<file path="src/logic/fsr_pkg.sv">
package fsr_pkg;
   localparam logic [7:0] OP_WREN   = 8'h06;
   localparam logic [7:0] OP_VWREN  = 8'h50;
   localparam logic [7:0] OP_WRDI   = 8'h04;
   localparam logic [7:0] OP_WRSR   = 8'h01;
   localparam logic [7:0] OP_WRSR2  = 8'h31;
   localparam logic [7:0] OP_PROG   = 8'h02;
   localparam logic [7:0] OP_SERASE = 8'h20;
   localparam logic [7:0] OP_BERASE = 8'hD8;
   localparam logic [7:0] OP_CERASE = 8'hC7;
   localparam logic [7:0] OP_SUSP   = 8'h75;
   localparam logic [7:0] OP_RESUME = 8'h7A;

   // bit positions in status_reg_one
   localparam int S1_GUARD0 = 7;
   localparam int S1_SECT   = 6;
   localparam int S1_TOPBOT = 5;
   localparam int S1_AREA_H = 4;
   localparam int S1_AREA_L = 2;
   localparam int S1_WEL    = 1;
   localparam int S1_BUSY   = 0;
   // bit positions in status_reg_two
   localparam int S2_ESUS   = 7;
   localparam int S2_CMAP   = 6;
   localparam int S2_LOCK_H = 5;
   localparam int S2_LOCK_L = 3;
   localparam int S2_PSUS   = 2;
   localparam int S2_QUAD   = 1;
   localparam int S2_GUARD1 = 0;

   typedef struct packed {
      logic       reg_guard_bit_zero;
      logic       sector_or_block_select;
      logic       top_or_bottom_select;
      logic [2:0] area_guard;
      logic       complement_map_select;
      logic       four_lane_enable;
      logic       reg_guard_bit_one;
   } fsr_cfg_t;

   typedef struct packed {
      fsr_cfg_t   cfg;
      logic [2:0] secure_lock;
   } fsr_nv_t;

   typedef struct packed {
      logic [7:0] code;
      logic [7:0] byte1;
      logic [7:0] byte2;
      logic       two;
   } fsr_cmd_t;

   localparam fsr_cfg_t   CFG_RST  = '0;
   localparam fsr_nv_t    NV_RST   = '0;
   localparam logic [7:0] SR_RST   = 8'h00;

   localparam int NV_WR_TIME_US = 5000;
   localparam int CLK_MHZ       = 10;
   localparam int NV_WR_CYCLES  = NV_WR_TIME_US * CLK_MHZ;
endpackage

</file>
<file path="src/logic/fsr_nv_store.sv">
module fsr_nv_store
   import fsr_pkg::*;
#(
   parameter int CYC = NV_WR_CYCLES
)
(
   input  wire logic    core_clk,
   input  wire logic    srst,
   input  wire logic    clk_en,
   input  wire logic    wr_req,
   input  fsr_nv_t      wr_data,
   output fsr_nv_t      rd_q,
   output logic         busy_q,
   output logic         done_q
);
   localparam int CW = $clog2(CYC + 1);
   localparam logic [CW-1:0] LAST = CW'(CYC - 1);

   logic [CW-1:0] cnt_q;
   fsr_nv_t       pend_q;

   // srst stands for a power-on with factory-blank cells
   always_ff @(posedge core_clk)
   begin
      if (srst)
      begin
         busy_q <= 1'b0;
         cnt_q  <= '0;
         pend_q <= NV_RST;
      end
      else if (clk_en)
      begin
         if (!busy_q && wr_req)
         begin
            busy_q <= 1'b1;
            cnt_q  <= '0;
            pend_q <= wr_data;
         end
         else if (busy_q && cnt_q == LAST)
            busy_q <= 1'b0;
         else if (busy_q)
            cnt_q <= cnt_q + 1'b1;
      end
   end

   always_ff @(posedge core_clk)
   begin
      if (srst)
      begin
         rd_q   <= NV_RST;
         done_q <= 1'b0;
      end
      else if (clk_en)
      begin
         done_q <= busy_q && cnt_q == LAST;
         if (busy_q && cnt_q == LAST)
            rd_q <= pend_q;
      end
   end
endmodule

</file>
<file path="src/logic/fsr_pin_sync.sv">
module fsr_pin_sync
   import fsr_pkg::*;
#(
   parameter logic RST_VAL = 1'b1
)
(
   input  wire logic core_clk,
   input  wire logic srst,
   input  wire logic clk_en,
   input  wire logic pin_in,
   output logic      pin_q
);
   logic s1_q;
   logic s2_q;
   logic s3_q;

   always_ff @(posedge core_clk)
   begin
      if (srst)
      begin
         s1_q <= RST_VAL;
         s2_q <= RST_VAL;
         s3_q <= RST_VAL;
      end
      else if (clk_en)
      begin
         s1_q <= pin_in;
         s2_q <= s1_q;
         s3_q <= s2_q;
      end
   end

   // glitch filter: only an agreed value moves the output
   always_ff @(posedge core_clk)
   begin
      if (srst)
         pin_q <= RST_VAL;
      else if (clk_en && (s2_q == s3_q))
         pin_q <= s3_q;
   end
endmodule

</file>
<file path="src/logic/fsr_status_bank.sv">
// Summary of operation
// - sr1[7:2], sr2[6:3,1,0] held non-volatile
// - busy, wel, suspend flags volatile read-only
// - wel set by 06h, cleared at completion
// - nv write needs guard bits and enable
// - volatile config copies load at power/reset
// - 50h then status write: volatile only
// - sector select: 64 KB blocks or 4 KB
// - top/bottom bit picks region growth direction
// - area guard field, zero means unprotected
// - busy during operations, commands other than suspend ignored
// - wel cleared by disable, program, erase, write
// - no embedded operation without wel set
// - sr2 bit7 erase, bit2 program suspended
// - complement bit inverts the protection map
// - sr2[5:3] one-time lock bits
// - quad bit turns off protect/pause pins
// - two guard bits pick write protection scheme
// - every bit defaults to zero
// - top/bottom change needs guard bits, wel or 50h
// - guard codes: soft, pin, lockdown, permanent
// - suspend sets flags, resume clears them
module fsr_status_bank
   import fsr_pkg::*;
#(
   parameter int NV_CYC = NV_WR_CYCLES
)
(
   input  wire logic core_clk,
   input  wire logic srst,
   input  wire logic clk_en,
   input  wire logic cmd_valid,
   input  fsr_cmd_t  cmd,
   input  wire logic soft_rst,
   input  wire logic wp_pin_n,
   input  wire logic op_done,
   output logic      op_start_q,
   output logic      op_suspend_q,
   output logic      op_resume_q,
   output fsr_cfg_t  cfg_out_q,
   output logic [2:0] lock_out_q,
   output logic      wp_fn_en_q,
   output logic      busy_q,
   output logic [7:0] status_reg_one,
   output logic [7:0] status_reg_two
);
   fsr_cfg_t cfg_q;
   fsr_nv_t  nv_rd;
   fsr_nv_t  nv_wdata_q;
   logic     nv_busy;
   logic     nv_done;
   logic     nv_req_q;
   logic     wp_n_s;
   logic     wel_q;
   logic     vwel_q;
   logic     eng_busy_q;
   logic     eng_erase_q;
   logic     erase_suspended_flag_q;
   logic     program_suspended_flag_q;

   fsr_pin_sync #(.RST_VAL(1'b1)) u_wp_sync
   (
      .core_clk (core_clk),
      .srst     (srst),
      .clk_en   (clk_en),
      .pin_in   (wp_pin_n),
      .pin_q    (wp_n_s)
   );

   fsr_nv_store #(.CYC(NV_CYC)) u_nv
   (
      .core_clk (core_clk),
      .srst     (srst),
      .clk_en   (clk_en),
      .wr_req   (nv_req_q),
      .wr_data  (nv_wdata_q),
      .rd_q     (nv_rd),
      .busy_q   (nv_busy),
      .done_q   (nv_done)
   );

   logic busy_now;
   logic acc;
   logic is_wrsr;
   logic is_op;
   logic wr_allow;
   logic susp_ok;
   logic res_ok;
   logic any_susp;
   fsr_cfg_t new_cfg;
   logic [2:0] new_lock;
   logic [7:0] sr1_in;
   logic [7:0] sr2_in;

   assign busy_now = eng_busy_q | nv_busy | nv_req_q;
   assign any_susp = erase_suspended_flag_q | program_suspended_flag_q;
   // only status reads (served from the outputs) and suspend (75h, via susp_ok) pass while busy
   assign acc      = clk_en & cmd_valid & ~busy_now;
   assign susp_ok  = clk_en & cmd_valid & cmd.code == OP_SUSP & eng_busy_q & ~any_susp;
   assign res_ok   = acc & cmd.code == OP_RESUME & any_susp;
   assign is_wrsr  = cmd.code == OP_WRSR || cmd.code == OP_WRSR2;
   assign is_op    = cmd.code == OP_PROG || cmd.code == OP_SERASE
                     || cmd.code == OP_BERASE || cmd.code == OP_CERASE;

   // the quad lanes take over the protect pin, so it stops counting
   always_comb
   begin
      case ({cfg_q.reg_guard_bit_one, cfg_q.reg_guard_bit_zero})
         2'b00:   wr_allow = 1'b1;
         2'b01:   wr_allow = wp_n_s | cfg_q.four_lane_enable;
         2'b10:   wr_allow = 1'b0;
         default: wr_allow = 1'b0;
      endcase
   end

   always_comb
   begin
      sr1_in = {cfg_q.reg_guard_bit_zero, cfg_q.sector_or_block_select,
                cfg_q.top_or_bottom_select, cfg_q.area_guard, 2'b00};
      sr2_in = {1'b0, cfg_q.complement_map_select, 3'b000, 1'b0,
                cfg_q.four_lane_enable, cfg_q.reg_guard_bit_one};
      if (cmd.code == OP_WRSR)
      begin
         sr1_in = cmd.byte1;
         if (cmd.two)
            sr2_in = cmd.byte2;
      end
      else
         sr2_in = cmd.byte1;
      new_cfg.reg_guard_bit_zero     = sr1_in[S1_GUARD0];
      new_cfg.sector_or_block_select = sr1_in[S1_SECT];
      new_cfg.top_or_bottom_select   = sr1_in[S1_TOPBOT];
      new_cfg.area_guard             = sr1_in[S1_AREA_H:S1_AREA_L];
      new_cfg.complement_map_select  = sr2_in[S2_CMAP];
      new_cfg.four_lane_enable       = sr2_in[S2_QUAD];
      new_cfg.reg_guard_bit_one      = sr2_in[S2_GUARD1];
      new_lock = nv_rd.secure_lock;
      if (cmd.code == OP_WRSR2 || cmd.two)
         new_lock = nv_rd.secure_lock | sr2_in[S2_LOCK_H:S2_LOCK_L];
   end

   logic nv_go;
   logic vol_go;
   assign nv_go  = acc & is_wrsr & wel_q & ~vwel_q & wr_allow;
   assign vol_go = acc & is_wrsr & vwel_q & wr_allow;

   always_ff @(posedge core_clk)
   begin
      if (srst)
      begin
         nv_req_q   <= 1'b0;
         nv_wdata_q <= NV_RST;
      end
      else if (clk_en)
      begin
         nv_req_q <= nv_go;
         if (nv_go)
            nv_wdata_q <= '{cfg: new_cfg, secure_lock: new_lock};
      end
   end

   // volatile copies steer protection; locks have no volatile copy
   always_ff @(posedge core_clk)
   begin
      if (srst)
         cfg_q <= CFG_RST;
      else if (clk_en)
      begin
         if (soft_rst)
            cfg_q <= nv_rd.cfg;
         else if (vol_go)
            cfg_q <= new_cfg;
         else if (nv_done)
            cfg_q <= nv_wdata_q.cfg;
      end
   end

   always_ff @(posedge core_clk)
   begin
      if (srst)
         wel_q <= 1'b0;
      else if (clk_en)
      begin
         if (soft_rst)
            wel_q <= 1'b0;
         else if (acc && cmd.code == OP_WREN)
            wel_q <= 1'b1;
         else if (acc && (cmd.code == OP_WRDI || (is_wrsr && !nv_go)))
            wel_q <= 1'b0;
         else if (nv_done || (op_done && eng_busy_q))
            wel_q <= 1'b0;
      end
   end

   // the volatile enable lives only until the next accepted command
   always_ff @(posedge core_clk)
   begin
      if (srst)
         vwel_q <= 1'b0;
      else if (clk_en)
      begin
         if (soft_rst)
            vwel_q <= 1'b0;
         else if (acc)
            vwel_q <= cmd.code == OP_VWREN;
      end
   end

   always_ff @(posedge core_clk)
   begin
      if (srst)
      begin
         op_start_q  <= 1'b0;
         eng_busy_q  <= 1'b0;
         eng_erase_q <= 1'b0;
      end
      else if (clk_en)
      begin
         op_start_q <= 1'b0;
         if (acc && is_op && wel_q && !any_susp)
         begin
            op_start_q  <= 1'b1;
            eng_busy_q  <= 1'b1;
            eng_erase_q <= cmd.code != OP_PROG;
         end
         else if (susp_ok)
            eng_busy_q <= 1'b0;
         else if (res_ok)
            eng_busy_q <= 1'b1;
         else if (op_done)
            eng_busy_q <= 1'b0;
      end
   end

   always_ff @(posedge core_clk)
   begin
      if (srst)
      begin
         erase_suspended_flag_q   <= 1'b0;
         program_suspended_flag_q <= 1'b0;
         op_suspend_q             <= 1'b0;
         op_resume_q              <= 1'b0;
      end
      else if (clk_en)
      begin
         op_suspend_q <= susp_ok;
         op_resume_q  <= res_ok;
         if (susp_ok)
         begin
            erase_suspended_flag_q   <= eng_erase_q;
            program_suspended_flag_q <= ~eng_erase_q;
         end
         else if (res_ok)
         begin
            erase_suspended_flag_q   <= 1'b0;
            program_suspended_flag_q <= 1'b0;
         end
      end
   end

   always_ff @(posedge core_clk)
   begin
      if (srst)
      begin
         cfg_out_q  <= CFG_RST;
         lock_out_q <= 3'h0;
         wp_fn_en_q <= 1'b1;
         busy_q     <= 1'b0;
      end
      else if (clk_en)
      begin
         cfg_out_q  <= cfg_q;
         lock_out_q <= nv_rd.secure_lock;
         wp_fn_en_q <= ~cfg_q.four_lane_enable;
         busy_q     <= busy_now;
      end
   end

   always_ff @(posedge core_clk)
   begin
      if (srst)
      begin
         status_reg_one <= SR_RST;
         status_reg_two <= SR_RST;
      end
      else if (clk_en)
      begin
         status_reg_one <= {cfg_q.reg_guard_bit_zero, cfg_q.sector_or_block_select,
                            cfg_q.top_or_bottom_select, cfg_q.area_guard,
                            wel_q, busy_now};
         status_reg_two <= {erase_suspended_flag_q, cfg_q.complement_map_select,
                            nv_rd.secure_lock, program_suspended_flag_q,
                            cfg_q.four_lane_enable, cfg_q.reg_guard_bit_one};
      end
   end
endmodule
</file>
<file path="config.mk">
export PLATFORM = sky130hd
export DESIGN_NAME = fsr_status_bank
export DESIGN_NICKNAME = d
export VERILOG_FILES = /design/src/logic/fsr_pkg.sv /design/src/logic/fsr_nv_store.sv /design/src/logic/fsr_pin_sync.sv /design/src/logic/fsr_status_bank.sv
export SDC_FILE = /design/constraint.sdc
export NUM_CORES = 1
export LEC_CHECK = 0
export BUFFER_PORTS_ARGS = -buffer_cell sky130_fd_sc_hd__buf_2
export CAP_MARGIN = 20
export CORE_ASPECT_RATIO = 1.75
export CORE_MARGIN = 2
export CORE_UTILIZATION = 40
export DETAILED_ROUTE_END_ITERATION = 10
export SYNTH_ARGS = -nofsm -noshare
export SYNTH_HDL_FRONTEND = slang
export SYNTH_HIERARCHICAL = 1
export SYNTH_SLANG_ARGS = --single-unit
</file>
<file path="constraint.sdc">
create_clock -name core_clk -period 6.3 [get_ports core_clk]
set_input_delay 1.26 -clock core_clk [delete_from_list [all_inputs] [get_ports core_clk]]
set_output_delay 1.26 -clock core_clk [all_outputs]
set_load 0.05 [all_outputs]
</file>
---- After elaboration in Yosys (flattened, before gate mapping) ----
Cells that the tools add are included.
storage, ports and cells
  register bits ........................... 107
  bits in latches ......................... 0
  bits in writable memories ............... 0
  bits in read-only memories .............. 0
  bits of input ports ..................... 32
  output and inout bits ................... 33
  word-level logic and storage cells ...... 166
  memories kept ........................... 0
cells by class
  add/sub/neg operators ................... 1
  $mul .................................... 0
  div/mod/pow operators ................... 0
  magnitude comparators ................... 0
  equality and inequality tests ........... 16
  shifts and indexed selects .............. 0
  multiplexer cells ....................... 27
  bitwise operators ....................... 23
  reduce and logical (&&, ||, !) cells .... 39
operators with widths
  kind                     count
  $mux W16                 3
  $mux W9                  3
  $eq A8 B7 Y1 const B     3
  $reduce_and A2 Y1        10
  $add A16 B1 Y16 const B  1
  $eq A16 B16 Y1 const B   1
  $eq A8 B3 Y1 const B     2
  $eq A8 B6 Y1 const B     2
  $eq A8 B8 Y1 const B     2
  $mux W1                  16
  $mux W7                  2
  $and A1 B1 Y1            13
  $logic_and A1 B1 Y1      10
  $eq A8 B1 Y1 const B     1
  $eq A8 B2 Y1 const B     1
  $mux W8                  1
  $ne A8 B2 Y1 const B     1
  $reduce_bool A2 Y1       4
  $reduce_bool A4 Y1       2
  $logic_or A1 B1 Y1       7
  $not A1 Y1               5
  $or A1 B1 Y1             4
  $logic_not A1 Y1         3
  $mux W3                  1
  other kinds (8)          8

---- Longest topological paths before layout ----
  word-level depth ........................ 15
  mapped depth ............................ 8
  depth with buffers taken out ............ 5

---- Cells and area by module ----
The synthesis kept the hierarchy.
by module, submodules not included
  module           times used  cells each  area an instance (µm²)  seq. area each (µm²)
  fsr_status_bank  1           298         2491.1                  960.9
  fsr_nv_store     1           236         1925.6                  840.8
  fsr_pin_sync     1           15          147.6                   80.1

---- Worst setup path after synthesis ----
Ideal clock, no wire load.
  path kind ............................... input to register
  from .................................... input cmd[22] in the netlist's numbering
  to ...................................... register wel_q
  setup time .............................. 0.122 ns
  arrival ................................. 2.780 ns
  data required time ...................... 6.178 ns
  setup slack ............................. 3.398 ns
  cell stages on the path ................. 5
  path buffers ............................ 1
  cells stage by stage .................... buf_2 > or4_1 > or4_1 > a311oi_1 > nor2_1
on the way
  longest elaborated chain between the ends .. 13
  elaborated cells on any way between the ends .. 19
  those cells by class .................... eq/ne (4); mux (3); bitwise (4); reduce/logical (8)
ends and longest elaborated chain
  element                                       RTL line                RTL
  from (decl)                                   fsr_status_bank.sv:33   input fsr_cmd_t cmd,
  $eq A8 B1 Y1 or $eq A8 B6 Y1 (tied branches)  fsr_status_bank.sv:101  assign is_wrsr = cmd.code == OP_WRSR || cmd.code == OP_WRSR2;
  $logic_or A1 B1 Y1                            fsr_status_bank.sv:101
  $and A1 B1 Y1 (4 in a row)                    fsr_status_bank.sv:144  assign nv_go = acc & is_wrsr & wel_q & ~vwel_q & wr_allow;
  $logic_not A1 Y1                              fsr_status_bank.sv:188  else if (acc && (cmd.code == OP_WRDI || (is_wrsr && !nv_go)))
  $logic_and A1 B1 Y1                           fsr_status_bank.sv:188
  $logic_or A1 B1 Y1                            fsr_status_bank.sv:188
  $logic_and A1 B1 Y1                           fsr_status_bank.sv:188
  $mux W1                                       fsr_status_bank.sv:188
  $mux W1                                       fsr_status_bank.sv:186  else if (acc && cmd.code == OP_WREN)
  $mux W1                                       fsr_status_bank.sv:184  if (soft_rst)
  to (signal assigned)                          fsr_status_bank.sv:185  wel_q <= 1'b0;
  to (signal assigned)                          fsr_status_bank.sv:187  wel_q <= 1'b1;
  to (signal assigned)                          fsr_status_bank.sv:189  wel_q <= 1'b0;
  to (decl)                                     fsr_status_bank.sv:54   logic wel_q;
Parallel ways exist; a longest one is shown, timed or not.
A chain may end at the register's enable or synchronous reset.

---- Final worst setup path ----
  from .................................... input clk_en
  to ...................................... register cfg_q[4] in the netlist's numbering
on the way
  longest elaborated chain between the ends .. 7
  elaborated cells on any way between the ends .. 9
  those cells by class .................... mux (2); bitwise (5); reduce/logical (2)
ends and longest elaborated chain
  element                                                         RTL line                RTL
  from (decl)                                                     fsr_status_bank.sv:31   input wire logic clk_en,
  $and A1 B1 Y1 (2 in a row)                                      fsr_status_bank.sv:98   assign acc = clk_en & cmd_valid & ~busy_now;
  $and A1 B1 Y1 (3 in a row)                                      fsr_status_bank.sv:145  assign vol_go = acc & is_wrsr & vwel_q & wr_allow;
  $reduce_bool A3 Y1 (no source line) or $mux W9 (tied branches)  n/a
  $reduce_and A2 Y1 (no source line) or $mux W9 (tied branches)   n/a
  to (signal assigned)                                            fsr_status_bank.sv:170  cfg_q <= nv_rd.cfg;
  to (signal assigned)                                            fsr_status_bank.sv:172  cfg_q <= new_cfg;
  to (signal assigned)                                            fsr_status_bank.sv:174  cfg_q <= nv_wdata_q.cfg;
  to (decl)                                                       fsr_status_bank.sv:47   fsr_cfg_t cfg_q;
Parallel ways exist; a longest one is shown, timed or not.

==> results summary <==
The flow ran to the end, and the final reports show no timing, DRC or antenna violations. Setup repair after global routing left no endpoint under its margin. The H-tree was split into 3 levels.

In this run the count of I/O pins placed on the die edge is 65. The cell depth of the worst min-delay path is 2. The first global-routing pass estimated around 20000 um of wire. Measured along the x axis, the die boundary spans 84.8 um. Of all cell types, the one taking the most synthesized area is sky130_fd_sc_hd__dfxtp_1. The peak ir drop on the vdd network is roughly 160 uV. The via count of the first global-routing pass came out at between 3000 and 4000.

The antenna diode instance count is 0. The final clock skew came out at roughly 0.009 ns. The path class of the tightest hold or removal check is reg -> reg. By count the netlist is led by sky130_fd_sc_hd__dfxtp_1 (94), sky130_fd_sc_hd__nand2_1 (73), sky130_fd_sc_hd__a21oi_1 (53). The worst-case headroom to the max-slew limit came out at 29.1%. The total stage count of the critical path came out at 7. The number of filler cells placed in the layout came out at 1085.

The core region area is approximately 0.011 mm^2. The kind of cell with the highest combined delay along the critical path is simple AND/OR/NAND/NOR gates. The reg2reg setup slack came out at 3.79 ns.

The post-synthesis register bit count is 94. The power density relative to cell area is roughly 250 mW/mm^2. The worst setup path is captured at a register. STA puts the critical path data arrival time at about 3.5 ns. The highest attainable clock frequency came out at 312 MHz. Yosys instantiated no cell more often than sky130_fd_sc_hd__dfxtp_1. The area growth from synthesis to layout is 12.9%. The slowest stage of the critical path belongs to the cell sky130_fd_sc_hd__or3_1.

The kind of critical path is in -> reg. After the last flow step, the layout net total stands at roughly 610. The CTS tree is built. The average cell area after synthesis is between 8 and 9 um^2. The initialized floorplan defines 51 standard-cell rows. The total clock sinks came out at 94. In the synthesized netlist the async set-or-reset flop fraction comes to 0%.

The largest fanout on the critical path is 20. The detailed-route wire length per cell is approximately 17 um. The ratio of final minimum period to clock period is 50.9%.

The share of post-route cells with drive strength above 1 is roughly 18%. After detailed routing, the number of remaining DRC violations is 0. The share of the yosys chip area belonging to registers came out at about two fifths. The number of buffers created by CTS is 9. After synthesis, the netlist uses 63 different library cells. The number of antenna violations at the first check in global routing is 0.

The clock latency reported for the late side of the worst-skew pair came out at about 0.35 ns. The number of max-cap violations is 0. The placed instances occupy a cell area of roughly 0.0048 mm^2. At the end of routability-driven placement, the weighted congestion stood at between 0.8 and 0.9.

The detailed router placed just over 4000 vias in this run. The final count of pins violating max slew came out at 0. The number of synthesized flops with an enable pin is 0. Sorting the synthesized cells by area gives the leading types as sky130_fd_sc_hd__dfxtp_1 (41%), sky130_fd_sc_hd__nand2_1 (6.0%), sky130_fd_sc_hd__a21oi_1 (5.8%). The smallest hold slack is around 0.46 ns. The maximum cell stage delay along the critical path came out at 0.46 ns. The hold buffer count at CTS is 0.

The number of instances in the synthesized netlist came out at 549. Summed over all layers, the routed wires come to ~12000 um. The net count of the mapped netlist is 582.

The detailed placement HPWL is approximately 8900 um. The number of buffers on the longest clock path is 2. After routing the design area is ~0.0052 mm^2.

After routing, the total negative slack on setup checks comes to 0 ns. The full die area is 0.0123 mm^2. The count of cells resized by post-cts repair is 0.

The starting density of the core came out at 41.1%. The length of the first detailed-routing pass in iterations is 4. Entering global routing, the biggest net connects 46 pins. Buffers placed on the I/O ports in this run total 62.

Setup violations remaining at the end of the flow were counted as 0. The most used flip-flop cell after synthesis is sky130_fd_sc_hd__dfxtp_1. The number of DRC violations after detailed-routing iteration 0 came out at 204. The number of vias per cell after detailed routing came out at between 5 and 6. The mapped netlist covers around 0.0046 mm^2.

The final critical path time including I/O delays and setup is 3.21 ns. During synthesis, Yosys emitted a total of 6 warnings. The overall track demand over capacity in global routing came out at around a fifth. The number of setup buffers added after CTS is 0. The y dimension of the die is roughly 150 um.

The number of hold violations in the final report came out at 0. The slew of the pin with the lowest slew margin is 1.06 ns. The overall overflow remaining after global route is 0.

The signal on the critical path passes through buf_2, nor4bb_1, and4_1, a31oi_1, buf_4, or3_1, o211ai_2. The cell leakage power is roughly 1.9 nW. The number of nets still failing antenna checks after routing came out at 0. The startpoint type of the worst setup path is an input pin. The worst endpoint required time is about 6.6 ns. The buffer and inverter count on the worst path came out at 2.

The synthesized design devotes to its leading area cell type about two fifths of total area. The total chip power came out at 1.29 mW. The worst reg2reg path depth is 6. Clock-pin slew was measured on the worst setup and hold paths at 0.07 ns. The tree is rooted in a sky130_fd_sc_hd__clkbuf_16.
[cell usage in the layout, fill, tap and decap left out, types with 8 or more instances in the layout]
cell type / instances
sky130_fd_sc_hd__o21ai_0: 34
sky130_fd_sc_hd__nor3_1: 9
sky130_fd_sc_hd__buf_2: 62
sky130_fd_sc_hd__nand4_1: 12
sky130_fd_sc_hd__dfxtp_1: 94
sky130_fd_sc_hd__clkbuf_16: 9
sky130_fd_sc_hd__nor2_1: 36
sky130_fd_sc_hd__nand3_1: 33
sky130_fd_sc_hd__nand2b_1: 8
sky130_fd_sc_hd__a21oi_1: 53
sky130_fd_sc_hd__mux2i_1: 23
sky130_fd_sc_hd__nand2_1: 73
[metal layers]
metal	part of all wire [%]	global-route usage [%]	vias up	wire length, um
li1	-	-	2036	-
met1	39	20.9	1954	4710
met3	3.7	3.30	25	449
met4	3.6	11.4	0	438
met5	0	0	-	0
met2	53	35.5	102	6430
[registers in the layout, summed over array words and instances (netlist names), 2 cells and up]
name / cells
cfg_q: 9
lock_out_q: 2
status_reg_two: 6
status_reg_one: 5
u_nv/pend_q: 12
u_nv/rd_q: 12
cfg_out_q: 3
nv_wdata_q: 12
u_nv/cnt_q: 16
[final cells by class]
cell class / instances / area [um^2] / share of cell area [%]
clock buffers: 10 / 239 / 4.64
clock inverters: 5 / 106 / 2.06
inverters: 8 / 30.0 / 0.583
multi-input cells: 398 / 2400 / 46.5
flip-flops and latches: 94 / 1880 / 36.5
well taps: 132 / 165 / 3.20
repair buffers: 65 / 333 / 6.46
[cells by family after synthesis]
| family | synth area share (%) |
|---|---|
| compound gates | 18.9 |
| xor+xnor | 0.384 |
| flops | 41.2 |
| simple gates | 26.2 |
| mux | 6.77 |
| buf+inv | 6.22 |
| fa+ha+maj | 0.274 |
[stage by stage]
stage	utilization [%]	std cells	setup slack, ns
2_1_floorplan	-	549	3.40
3_3_place_gp	43.3	697	2.78
3_5_place_dp	43.3	697	2.74
4_1_cts	46.4	712	3.11
5_1_grt	46.4	712	2.88
6_report	46.4	712	3.09
[where the power goes]
part	leakage, nW	internal (mW)	switching, mW
registers	0.758	0.596	0.00105
clock network	0.165	0.398	0.233
logic	0.989	0.0194	0.0413
total	1.91	1.01	0.276
[worst paths after layout]
kind / startpoint / endpoint
min reg2reg: op_resume_q$_SDFFE_PP0P_ / op_resume_q$_SDFFE_PP0P_
min: op_resume_q$_SDFFE_PP0P_ / op_resume_q$_SDFFE_PP0P_
max: clk_en / cfg_q[4]$_SDFFE_PP0P_
max reg2reg: nv_req_q$_SDFFE_PP0P_ / cfg_q[4]$_SDFFE_PP0P_
[tightest hold or removal path: stages, from the launching register on]
cell and delay [ns]:
sky130_fd_sc_hd__dfxtp_1 0.31, sky130_fd_sc_hd__nand2_1 0.05, sky130_fd_sc_hd__a21oi_1 0.05
No activity file was read; power rests on OpenSTA's default activity.
